===== src/pkg/lgw_pkg.sv =====
// Purpose: Shared constants for the low-power gyro, motion threshold, queue enable and frame-sync registers
// Assumes: 8-bit register port with 8-bit addresses
// Notes:   Sensor record byte k sits at bits [8k+7:8k]
package lgw_pkg;
   localparam int           REG_AW            = 8;
   localparam int           REG_DW            = 8;
   localparam logic [7:0]   ADDR_LP_GYRO_CFG  = 8'h1e;
   localparam logic [7:0]   ADDR_THR_X        = 8'h20;
   localparam logic [7:0]   ADDR_THR_Y        = 8'h21;
   localparam logic [7:0]   ADDR_THR_Z        = 8'h22;
   localparam logic [7:0]   ADDR_QUEUE_EN     = 8'h23;
   localparam logic [7:0]   ADDR_FRAME_SYNC_INPUT_STAT   = 8'h36;
   localparam int           BIT_DUTY_EN       = 7;
   localparam int           AVG_MSB           = 6;
   localparam int           AVG_LSB           = 4;
   localparam int           BIT_GYRO_Q        = 4;
   localparam int           BIT_ACCEL_Q       = 3;
   localparam int           BIT_FRAME_SYNC_INPUT_FLAG    = 7;
   localparam logic [7:0]   MASK_LP_CFG       = 8'hf0;
   localparam logic [7:0]   MASK_QUEUE_EN     = 8'h18;
   localparam logic [7:0]   RST_REG           = 8'h00;
   localparam logic [2:0]   RST_AVG           = 3'h0;
   localparam logic [7:0]   AVG_ONE           = 8'h01;
   localparam int           REC_BYTES         = 14;
   localparam int           REC_W             = REC_BYTES * 8;
   localparam logic [3:0]   SLOT_ACCEL_FIRST  = 4'h0;
   localparam logic [3:0]   SLOT_TEMP_FIRST   = 4'h6;
   localparam logic [3:0]   SLOT_TEMP_LAST    = 4'h7;
   localparam logic [3:0]   SLOT_GYRO_LAST    = 4'hd;
   localparam logic [3:0]   SLOT_STEP         = 4'h1;
   localparam logic [7:0]   CNT_STEP          = 8'h01;
   typedef enum logic {LGW_IDLE, LGW_PUSH} lgw_seq_t;
endpackage : lgw_pkg


===== src/rtl/lgw_pacer.sv =====
// Purpose: Divides the filter output rate down to the sample rate
// Assumes: filter_tick is a one-cycle pulse on sys_clk
// Notes:   One sample_tick per (divider + 1) filter ticks
`timescale 1ns/1ns
module lgw_pacer
   import lgw_pkg::*;
(
   input  wire logic       sys_clk,
   input  wire logic       rst_n,
   input  wire logic       filter_tick,
   input  wire logic [7:0] sample_rate_divider,
   output logic            sample_tick
);
   typedef struct packed {
      logic [7:0] cnt;
      logic       tick;
   } lgw_pacer_state_t;

   lgw_pacer_state_t st;
   lgw_pacer_state_t next_st;

   always_comb begin
      next_st      = st;
      next_st.tick = 1'b0;
      if (filter_tick) begin
         if (st.cnt >= sample_rate_divider) begin
            next_st.cnt  = '0;
            next_st.tick = 1'b1;
         end else begin
            next_st.cnt = st.cnt + CNT_STEP;
         end
      end
   end

   always_ff @(posedge sys_clk or negedge rst_n) begin
      if (!rst_n) begin
         st <= '0;
      end else begin
         st <= next_st;
      end
   end

   assign sample_tick = st.tick;
endmodule : lgw_pacer


===== src/rtl/lgw_regs.sv =====
// Purpose: Low-power gyro config, motion thresholds, queue enables, frame-sync flag and queue sequencer
// Assumes: Register port pulses reg_wr or reg_rd for one cycle; reg_rdata answers one cycle later
// Notes:   Set of a flag wins over a clear in the same cycle
//
// Notes on behaviour
// - Duty-cycle enable bit 7 turns on low-power gyro operation; resets to zero.
// - Averaging select lives in bits 6 to 4; resets to 000.
// - In low-power mode averaging alone filters; the lowpass select is ignored.
// - Averaging codes 0 to 7 mean 1 to 128 samples, doubling.
// - Three 8-bit motion thresholds, X Y Z, at consecutive addresses.
// - Gyro enable queues temperature then six gyro bytes every sample.
// - Accel enable queues six accel bytes then temperature every sample.
// - With both enabled, accel bytes precede gyro bytes in each record.
// - Frame-sync flag sets whenever a frame-sync event is raised.
// - Reading frame-sync status returns the flag, then clears it.
// - Unused bits of these registers are reserved.
// - Sample rate is filter rate over one plus the 8-bit divider.
// - Enabled frame-sync input raises an event on reaching the chosen level.
// - Per-axis motion events gated by own enables; flags clear when read.
`timescale 1ns/1ns
module lgw_regs
   import lgw_pkg::*;
(
   input  wire logic              sys_clk,
   input  wire logic              rst_n,
   input  wire logic [REG_AW-1:0] reg_addr,
   input  wire logic              reg_wr,
   input  wire logic [REG_DW-1:0] reg_wdata,
   input  wire logic              reg_rd,
   output logic      [REG_DW-1:0] reg_rdata,
   output logic                   reg_rvalid,
   input  wire logic [2:0]        gyro_lowpass_select,
   input  wire logic [7:0]        sample_rate_divider,
   input  wire logic              filter_tick,
   input  wire logic [REC_W-1:0]  sensor_record,
   input  wire logic              frame_sync_input,
   input  wire logic              frame_sync_event_enable,
   input  wire logic              frame_sync_active_level,
   input  wire logic              motion_raw_x,
   input  wire logic              motion_raw_y,
   input  wire logic              motion_raw_z,
   input  wire logic              motion_event_x_enable,
   input  wire logic              motion_event_y_enable,
   input  wire logic              motion_event_z_enable,
   input  wire logic              motion_status_read,
   output logic                   gyro_duty_cycle_enable,
   output logic      [2:0]        gyro_average_select,
   output logic      [7:0]        gyro_average_count,
   output logic      [2:0]        gyro_filter_select,
   output logic                   gyro_use_averaging,
   output logic      [7:0]        motion_threshold_x_value,
   output logic      [7:0]        motion_threshold_y_value,
   output logic      [7:0]        motion_threshold_z_value,
   output logic                   gyro_queue_enable,
   output logic                   accel_queue_enable,
   output logic                   queue_push,
   output logic      [7:0]        queue_byte,
   output logic                   frame_sync_event_flag,
   output logic                   frame_sync_irq,
   output logic                   motion_event_x_flag,
   output logic                   motion_event_y_flag,
   output logic                   motion_event_z_flag
);
   typedef struct packed {
      logic [7:0]       lp_cfg;
      logic [7:0]       thr_x;
      logic [7:0]       thr_y;
      logic [7:0]       thr_z;
      logic [7:0]       q_en;
      logic             fs_flag;
      logic             fs_irq;
      logic             fs_prev;
      logic [2:0]       mot_flag;
      logic [7:0]       avg_cnt;
      logic [2:0]       filt_sel;
      logic             use_avg;
      logic [7:0]       rdata;
      logic             rvalid;
      lgw_seq_t         seq;
      logic [3:0]       slot;
      logic [3:0]       last;
      logic [REC_W-1:0] snap;
      logic             push;
      logic [7:0]       qbyte;
   } lgw_regs_state_t;

   lgw_regs_state_t st;
   lgw_regs_state_t next_st;
   logic            fs_level;
   logic            sample_tick;
   logic            fs_event;
   logic [2:0]      mot_event;

   lgw_sync u_fs_sync (
      .sys_clk  (sys_clk),
      .rst_n    (rst_n),
      .async_in (frame_sync_input),
      .sync_out (fs_level)
   );

   lgw_pacer u_pacer (
      .sys_clk             (sys_clk),
      .rst_n               (rst_n),
      .filter_tick         (filter_tick),
      .sample_rate_divider (sample_rate_divider),
      .sample_tick         (sample_tick)
   );

   always_comb begin
      next_st        = st;
      next_st.rvalid = 1'b0;
      next_st.push   = 1'b0;
      next_st.fs_prev = fs_level;
      // Active-level bit high means the input is active low
      fs_event  = frame_sync_event_enable && (fs_level != st.fs_prev)
                  && (fs_level == !frame_sync_active_level);
      mot_event = {motion_raw_z && motion_event_z_enable,
                   motion_raw_y && motion_event_y_enable,
                   motion_raw_x && motion_event_x_enable};
      next_st.fs_irq = fs_event;
      // Register writes, reserved bits masked off
      if (reg_wr) begin
         unique case (reg_addr)
            ADDR_LP_GYRO_CFG: next_st.lp_cfg = reg_wdata & MASK_LP_CFG;
            ADDR_THR_X:       next_st.thr_x  = reg_wdata;
            ADDR_THR_Y:       next_st.thr_y  = reg_wdata;
            ADDR_THR_Z:       next_st.thr_z  = reg_wdata;
            ADDR_QUEUE_EN:    next_st.q_en   = reg_wdata & MASK_QUEUE_EN;
            default:          next_st.rdata  = st.rdata;
         endcase
      end
      // Register reads
      if (reg_rd) begin
         next_st.rvalid = 1'b1;
         unique case (reg_addr)
            ADDR_LP_GYRO_CFG: next_st.rdata = st.lp_cfg;
            ADDR_THR_X:       next_st.rdata = st.thr_x;
            ADDR_THR_Y:       next_st.rdata = st.thr_y;
            ADDR_THR_Z:       next_st.rdata = st.thr_z;
            ADDR_QUEUE_EN:    next_st.rdata = st.q_en;
            ADDR_FRAME_SYNC_INPUT_STAT: begin
               next_st.rdata                 = RST_REG;
               next_st.rdata[BIT_FRAME_SYNC_INPUT_FLAG] = st.fs_flag;
               next_st.fs_flag               = 1'b0;
            end
            default:          next_st.rdata = RST_REG;
         endcase
      end
      if (fs_event) begin
         next_st.fs_flag = 1'b1;
      end
      if (motion_status_read) begin
         next_st.mot_flag = '0;
      end
      next_st.mot_flag = next_st.mot_flag | mot_event;
      // Low-power filter selection
      next_st.avg_cnt  = AVG_ONE << next_st.lp_cfg[AVG_MSB:AVG_LSB];
      next_st.use_avg  = next_st.lp_cfg[BIT_DUTY_EN];
      next_st.filt_sel = next_st.lp_cfg[BIT_DUTY_EN] ? 3'h0 : gyro_lowpass_select;
      // Queue sequencer: slots 0-5 accel, 6-7 temperature, 8-13 gyro
      unique case (st.seq)
         LGW_IDLE: begin
            if (sample_tick && (st.q_en[BIT_ACCEL_Q] || st.q_en[BIT_GYRO_Q])) begin
               next_st.seq  = LGW_PUSH;
               next_st.snap = sensor_record;
               next_st.slot = st.q_en[BIT_ACCEL_Q] ? SLOT_ACCEL_FIRST : SLOT_TEMP_FIRST;
               next_st.last = st.q_en[BIT_GYRO_Q] ? SLOT_GYRO_LAST : SLOT_TEMP_LAST;
            end
         end
         LGW_PUSH: begin
            next_st.push  = 1'b1;
            next_st.qbyte = st.snap[{st.slot, 3'h0} +: 8];
            if (st.slot == st.last) begin
               next_st.seq = LGW_IDLE;
            end else begin
               next_st.slot = st.slot + SLOT_STEP;
            end
         end
      endcase
   end

   always_ff @(posedge sys_clk or negedge rst_n) begin
      if (!rst_n) begin
         st          <= '0;
         st.seq      <= LGW_IDLE;
         st.lp_cfg   <= RST_REG;
         st.avg_cnt  <= AVG_ONE;
      end else begin
         st <= next_st;
      end
   end

   assign reg_rdata                = st.rdata;
   assign reg_rvalid               = st.rvalid;
   assign gyro_duty_cycle_enable   = st.lp_cfg[BIT_DUTY_EN];
   assign gyro_average_select      = st.lp_cfg[AVG_MSB:AVG_LSB];
   assign gyro_average_count       = st.avg_cnt;
   assign gyro_filter_select       = st.filt_sel;
   assign gyro_use_averaging       = st.use_avg;
   assign motion_threshold_x_value = st.thr_x;
   assign motion_threshold_y_value = st.thr_y;
   assign motion_threshold_z_value = st.thr_z;
   assign gyro_queue_enable        = st.q_en[BIT_GYRO_Q];
   assign accel_queue_enable       = st.q_en[BIT_ACCEL_Q];
   assign queue_push               = st.push;
   assign queue_byte               = st.qbyte;
   assign frame_sync_event_flag    = st.fs_flag;
   assign frame_sync_irq           = st.fs_irq;
   assign motion_event_x_flag      = st.mot_flag[0];
   assign motion_event_y_flag      = st.mot_flag[1];
   assign motion_event_z_flag      = st.mot_flag[2];
endmodule : lgw_regs


===== src/rtl/lgw_sync.sv =====
// Purpose: Three-stage synchroniser for a level arriving from a pin
// Assumes: Input is asynchronous to sys_clk
// Notes:   Output follows once stages two and three agree
`timescale 1ns/1ns
module lgw_sync
   import lgw_pkg::*;
(
   input  wire logic sys_clk,
   input  wire logic rst_n,
   input  wire logic async_in,
   output logic      sync_out
);
   typedef struct packed {
      logic s1;
      logic s2;
      logic s3;
      logic lvl;
   } lgw_sync_state_t;

   lgw_sync_state_t st;
   lgw_sync_state_t next_st;

   always_comb begin
      next_st     = st;
      next_st.s1  = async_in;
      next_st.s2  = st.s1;
      next_st.s3  = st.s2;
      if (st.s2 == st.s3) begin
         next_st.lvl = st.s3;
      end
   end

   always_ff @(posedge sys_clk or negedge rst_n) begin
      if (!rst_n) begin
         st <= '0;
      end else begin
         st <= next_st;
      end
   end

   assign sync_out = st.lvl;
endmodule : lgw_sync


===== config.mk =====
export PLATFORM = sky130hd
export DESIGN_NAME = lgw_regs
export DESIGN_NICKNAME = d
export VERILOG_FILES = /design/src/pkg/lgw_pkg.sv /design/src/rtl/lgw_pacer.sv /design/src/rtl/lgw_regs.sv /design/src/rtl/lgw_sync.sv
export SDC_FILE = /design/constraint.sdc
export NUM_CORES = 1
export LEC_CHECK = 0
export BUFFER_PORTS_ARGS = -buffer_cell sky130_fd_sc_hd__buf_2
export CORE_MARGIN = 2
export CORE_UTILIZATION = 45
export DETAILED_ROUTE_END_ITERATION = 8
export GPL_TIMING_DRIVEN = 0
export PLACE_DENSITY = 0.75
export SETUP_SLACK_MARGIN = 0.3
export SYNTH_ARGS = -nofsm -noshare
export SYNTH_HDL_FRONTEND = slang
export SYNTH_HIERARCHICAL = 1
export SYNTH_SLANG_ARGS = --single-unit

===== constraint.sdc =====
create_clock -name sys_clk -period 2.05 [get_ports sys_clk]
set_input_delay 0.205 -clock sys_clk [delete_from_list [all_inputs] [get_ports sys_clk]]
set_output_delay 0.205 -clock sys_clk [all_outputs]
set_load 0.01 [all_outputs]

Yosys cells after proc, flatten, opt, wreduce, memory -nomap -nowiden
Index checks and enable logic that the tools add are counted.
- output and inout bits: 65
- bits in registers: 200
- logic and storage cells: 85
- shifts and indexed selects: 2
- eq/ne operators: 12
- $lt $le $gt $ge: 1
- muxes and demuxes: 23
- bitwise logic cells: 2
- add/sub/neg operators: 2
- reductions and logical operators: 17
- operators with widths (kind ; count):
    2-to-1 mux 121 bit ; 1
    indexed part select 112 x 8 -> 8 bit ; 1
    one-hot mux 8 bit (6 select lines) ; 1
    == test 8 x 6 -> 1 bit, second input constant ; 5
    2-to-1 mux 40 bit ; 1
    2-to-1 mux 8 bit ; 5
    AND reduction 2 bit ; 7
    one-hot mux 5 bit (2 select lines) ; 1
    2-to-1 mux 3 bit ; 3
    2-to-1 mux 9 bit ; 1
    adder 8 x 1 -> 8 bit, second input constant ; 1
    == test 8 x 5 -> 1 bit, second input constant ; 1
    greater-or-equal comparator 8 bit ; 1
    2-to-1 mux 4 bit ; 2
    left shift 1 x 3 -> 8 bit, first input constant ; 1
    2-to-1 mux 1 bit ; 7
    logical AND 1 bit ; 6
    2-to-1 mux 5 bit ; 1
    adder 4 x 1 -> 4 bit, second input constant ; 1
    == test 4 bit ; 1
    != test 2 bit, second input constant ; 2
    nonzero test 2 bit ; 2
    bitwise OR 3 bit ; 1
    == test 1 bit ; 2
    other kinds (4) ; 4

Longest topological paths before layout
- depth after elaboration: 5
- depth in mapped cells: 7

Modules after synthesis
The synthesis kept the hierarchy.
- modules (own cells, without submodules) (module ; instances ; area each (um^2) ; seq. area each (um^2) ; cells an instance):
    lgw_regs ; 1 ; 8609.5 ; 4630.7 ; 639
    lgw_pacer ; 1 ; 621.8 ; 225.2 ; 71
    lgw_sync ; 1 ; 111.4 ; 100.1 ; 5

Least setup slack after synthesis
No wires, ideal clock.
- path kind: register to register
- from: reg st, in the netlist gyro_queue_enable
- to: reg st[100] in the netlist's numbering
- setup slack: 0.202 ns
- arrival: 1.723 ns
- clock period less this slack: 1.848 ns
- cell stages (with the launch flop): 5
- path through: dfrtp_1 > o211ai_1 > buf_2 > buf_2 > mux2_2
- longest elaborated chain between the ends: 3
- RTL lines (element ; line ; text):
    start: declaration ; lgw_regs.sv:87 ; lgw_regs_state_t st;
    start signal: assignment ; lgw_regs.sv:189 ; st <= next_st;
    logical OR 1 bit ; lgw_regs.sv:163 ; if (sample_tick && (st.q_en[BIT_ACCEL_Q] || st.q_en[BIT_GYRO_Q])) begin
    logical AND 1 bit ; lgw_regs.sv:163 ;
    AND reduction 2 bit (no source line) ; -- ;
Every way passes these cells.
A chain may end at the register's enable or synchronous reset.

Worst setup path in the final report
- from: reg st[127] in the netlist's numbering
- to: reg st[128] in the netlist's numbering
- longest elaborated chain between the ends: 3
- RTL lines (element ; line):
    adder 4 x 1 -> 4 bit or == test 4 bit (tied branches) ; lgw_regs.sv:176, lgw_regs.sv:173
    2-to-1 mux 4 bit or != test 2 bit (tied branches) ; --
    one-hot mux 5 bit (2 select lines) or AND reduction 2 bit (tied branches) ; --
Parallel ways exist; a longest one is shown, timed or not. The select of a mux whose other input is x is not followed.

==> results_tabular.tex <==
\begin{tabular}{lr}
\hline
Metric & Value \\
\hline
\multicolumn{2}{l}{\textbf{Run status}} \\
\quad Status & completed \\
\multicolumn{2}{l}{\textbf{Routing}} \\
\quad Post-route antenna net violation count & 0 \\
\quad TritonRoute pass-1 iters & 4 \\
\quad Via count of the routed design & 6803 \\
\quad Post-route DRC violation count & 0 \\
\quad First-iteration detailed-routing DRC count & 327 \\
\quad Routed wire length per instance & 17.86 um \\
\quad Aggregate routed wire length & 23.76 mm \\
\quad Vias per cell & 5.115 \\
\multicolumn{2}{l}{\textbf{Critical path}} \\
\quad Cell class contributing the biggest share of worst-path delay & compound AO/OA/AOI/OAI gates \\
\quad Kind of critical path & reg -> reg \\
\quad Crit path from & st[127]\$\_DFFE\_PN0P\_ \\
\quad Max incr delay on CP & 370 ps \\
\quad Crit path buffers/inverters & 1 \\
\quad Worst path cell trace & buf\_4, and3\_1, o211ai\_1, a21boi\_2, a221o\_1 \\
\quad Critical-path maximum fanout & 8 \\
\quad Worst setup SP type & flip-flop \\
\quad Arrival time of data at the critical path endpoint & 2030 ps \\
\quad Kind of end point of the critical path & flip-flop \\
\quad Launching point of the worst reg2reg path & st[127]\$\_DFFE\_PN0P\_ \\
\quad Cell at the slowest stage of the critical path & sky130\_fd\_sc\_hd\_\_dfrtp\_1 \\
\quad Required time of the critical path & 2360 ps \\
\multicolumn{2}{l}{\textbf{Power and ir drop}} \\
\quad P\_leak & 0.006029 uW \\
\quad Sum of internal, switching and leakage power & 10440 uW \\
\quad Power per Cell Area & 827.0 mW/mm\^{}2 \\
\quad Worst vdd rail ir drop & 0.0005204 V \\
\multicolumn{2}{l}{\textbf{Clocking}} \\
\quad Maximum level of the CTS H-tree & 4 \\
\quad Clock latency of the later-clocked register in the worst-skew pair & 430 ps \\
\quad Clk buf depth & 2 \\
\quad Clock sink count & 198 \\
\quad CTS Buf Count & 17 \\
\quad Clock transition at the registers of the reported paths & 70 ps \\
\quad Root cell of the clock tree & sky130\_fd\_sc\_hd\_\_clkbuf\_16 \\
\quad CTS tree & yes \\
\multicolumn{2}{l}{\textbf{Final layout}} \\
\quad Layout Area Growth over Synthesis & 35.14\% \\
\quad Final standard cell utilization of the core & 62.20\% \\
\quad Leading cell type in the layout, fill and taps excluded & sky130\_fd\_sc\_hd\_\_buf\_2 \\
\quad Diodes inserted & 0 \\
\quad Layout fillers & 1587 \\
\quad Final std cell area, no fill & 0.01263 sq mm \\
\quad Final nets & 1211 \\
\quad Proportion of layout cells with a drive suffix above 1 & 51.04\% \\
\quad Most frequent cells in the layout & 218 x sky130\_fd\_sc\_hd\_\_buf\_2, 196 x sky130\_fd\_sc\_hd\_\_dfrtp\_1, 145 x sky130\_fd\_sc\_hd\_\_mux2\_2 \\
\multicolumn{2}{l}{\textbf{Timing}} \\
\quad Post-route setup TNS & 0 ps \\
\quad Final hold viol count & 0 \\
\quad Final critical-path required period & 1717 ps \\
\quad Layout Skew & 12.45 ps \\
\quad Peak clock frequency supported by timing & 0.5824 GHz \\
\quad Max-slew violation count & 0 \\
\quad WHS & 13.66 ps \\
\quad Fraction of the cycle the final worst path needs & 83.76\% \\
\quad Final-report setup violation count & 0 \\
\quad Worst slew margin & 61.10\% \\
\quad Unrepaired setup endpoints after global routing & yes \\
\quad Tightest Pin Transition & 582.8 ps \\
\multicolumn{2}{l}{\textbf{Place}} \\
\quad Port buffer count & 218 \\
\quad Standard cell area after detailed placement & 0.01084 sq mm \\
\quad Placer congestion estimate & 0.7959 \\
\quad Sum of net half-perimeters after detailed placement & 16.50 mm \\
\multicolumn{2}{l}{\textbf{Synthesis}} \\
\quad Number of instances in the synthesized netlist & 715 \\
\quad Count of flip-flops with a built-in enable after synthesis & 0 \\
\quad Post-synthesis sequential element count & 198 \\
\quad Most common flop cell mapped by yosys & sky130\_fd\_sc\_hd\_\_dfrtp\_1 \\
\quad Post-Syn Area & 0.009343 sq mm \\
\quad Synthesis Warnings & 6 \\
\quad Net count after synthesis & 879 \\
\quad Fraction of the yosys area taken by sequential cells & 53.05\% \\
\quad Library cells used by synthesis & 58 \\
\quad Post-synth ARST share & 100.0\% \\
\quad Synthesized area per cell & 13.07 sq um \\
\multicolumn{2}{l}{\textbf{GRT}} \\
\quad Number of global-route vias before repair & 7066 \\
\quad Largest net degree at the start of global routing & 71 \\
\quad Global-route wire length before repair & 37.05 mm \\
\quad Gr ovfl total & 0 \\
\quad Total global-route track usage & 21.83\% \\
\quad Initial antenna violation count & 0 \\
\multicolumn{2}{l}{\textbf{Floorplan}} \\
\quad Die boundary width & 148.1 um \\
\quad Number of I/O pins & 219 \\
\quad Floorplan die height & 148.1 um \\
\quad Initial core utilization & 46.02\% \\
\quad Row count & 52 \\
\quad Floorplan die area & 0.02193 sq mm \\
\quad Placeable core region & 0.02030 sq mm \\
\multicolumn{2}{l}{\textbf{Hold path}} \\
\quad Hold path start & sensor\_record[82] \\
\quad Min-Delay Path Class & in -> reg \\
\multicolumn{2}{l}{\textbf{Run}} \\
\quad Count of maximum capacitance violations & 0 \\
\hline
\end{tabular}
[path summary, 6_finish.rpt]
path,endpoint,slack [ps],cells after the start
worst max-delay path,st[128]$_DFFE_PN0P_,330,5
worst min-delay path,st[91]$_DFFE_PN0P_,10,2
worst max register to register,st[128]$_DFFE_PN0P_,330,5
worst min register to register,u_fs_sync/next_st[1]$_DFF_PN0_,350,0
max in group asynchronous,gyro_average_count[0]$_DFF_PN1_,650,4
min in group asynchronous,st[12]$_DFFE_PN0P_,310,2
[kinds of logic (layout without fill, tap and decap cells)]
family / Yosys count / count (layout) / synth area share [%]
xor gates and xnor gates: 5 / 5 / 0.4687
muxes: 197 / 197 / 25.78
AOI/OAI and AO/OA: 77 / 77 / 5.946
buffers and inverters: 120 / 465 / 7.259
DFF: 198 / 198 / 53.05
adders and majority gates: 11 / 11 / 1.460
and+or+nand+nor: 107 / 107 / 6.040
[power by group]
| group | switching, uW | internal, uW | total, uW |
|---|---|---|---|
| logic | 968 | 1220 | 2190 |
| clock network | 1480 | 2120 | 3610 |
| registers | 281 | 4360 | 4640 |
[layout make-up]
cell class	instances	area (sq um)	area share, %
multi-input combinational	397	3791	30.03
timing repair buffer	313	2061	16.32
sequential	198	4957	39.26
tap	270	337.8	2.676
clock inverter	10	168.9	1.338
clock buffer	22	464.2	3.677
inverter	31	116.4	0.9216
buffer	89	729.5	5.777
[cells in the mapped netlist, types with 4 or more instances]
cell type / instances / area, sq um
sky130_fd_sc_hd__nand2_1: 18 / 67.56
sky130_fd_sc_hd__o211ai_1: 15 / 112.6
sky130_fd_sc_hd__nand4_1: 4 / 25.02
sky130_fd_sc_hd__o21ai_0: 12 / 60.06
sky130_fd_sc_hd__clkbuf_1: 19 / 71.32
sky130_fd_sc_hd__buf_2: 11 / 55.05
sky130_fd_sc_hd__mux4_2: 18 / 405.4
sky130_fd_sc_hd__a31oi_1: 8 / 50.05
sky130_fd_sc_hd__o22ai_1: 7 / 43.79
sky130_fd_sc_hd__and2_1: 6 / 37.54
sky130_fd_sc_hd__and2b_1: 4 / 30.03
sky130_fd_sc_hd__dfrtp_1: 197 / 4930
sky130_fd_sc_hd__ha_1: 10 / 125.1
sky130_fd_sc_hd__inv_1: 28 / 105.1
sky130_fd_sc_hd__xnor2_1: 4 / 35.03
sky130_fd_sc_hd__buf_4: 55 / 412.9
sky130_fd_sc_hd__mux2_2: 145 / 1633
sky130_fd_sc_hd__a221oi_1: 4 / 35.03
sky130_fd_sc_hd__mux2i_1: 31 / 310.3
sky130_fd_sc_hd__nor2b_1: 6 / 37.54
sky130_fd_sc_hd__a211oi_1: 6 / 45.04
sky130_fd_sc_hd__nor2_1: 34 / 127.6
sky130_fd_sc_hd__nand3_1: 10 / 50.05
sky130_fd_sc_hd__nand3b_1: 6 / 45.04
sky130_fd_sc_hd__o2bb2ai_1: 7 / 61.31
[flip-flops by register name, summed over array words and instances, names as in the netlist]
register,cells
motion_threshold_x_value,8
u_pacer/st,8
frame_sync_irq,1
gyro_average_count,8
accel_queue_enable,1
gyro_queue_enable,1
u_pacer/sample_tick,1
gyro_duty_cycle_enable,1
motion_event_z_flag,1
u_fs_sync/next_st,2
queue_byte,8
gyro_average_select,3
u_fs_sync/st,1
reg_rvalid,1
reg_rdata,8
motion_event_x_flag,1
frame_sync_event_flag,1
gyro_filter_select,3
queue_push,1
st,121
motion_threshold_y_value,8
motion_threshold_z_value,8
u_fs_sync/sync_out,1
motion_event_y_flag,1
[metrics by stage]
| stage | setup WS (ps) | std cells |
|---|---|---|
| 2_1_floorplan | 256.1 | 715 |
| 3_3_place_gp | -2567 | 1203 |
| 3_5_place_dp | -295.9 | 1205 |
| 4_1_cts | 227.7 | 1310 |
| 5_1_grt | 245.0 | 1330 |
| 6_report | 332.8 | 1330 |
[layer usage]
layer	routed length [um]	vias up	GRT usage, %
li1	-	3162	-
met1	10310	3382	28.86
met2	11780	216	35.88
met3	1157	43	5.123
met4	511	0	7.000
met5	0	-	0
[repair_timing]
item | CTS | global route
resized for setup | 47 | 36
endpoints found under the hold margin | 125 | 15
pin swaps | 5 | 5
hold buffers | 67 | 15
setup endpoints to repair | 137 | 61
cloned | 0 | 0
setup buffers | 6 | 6
Power figures use the tool's default switching activity.
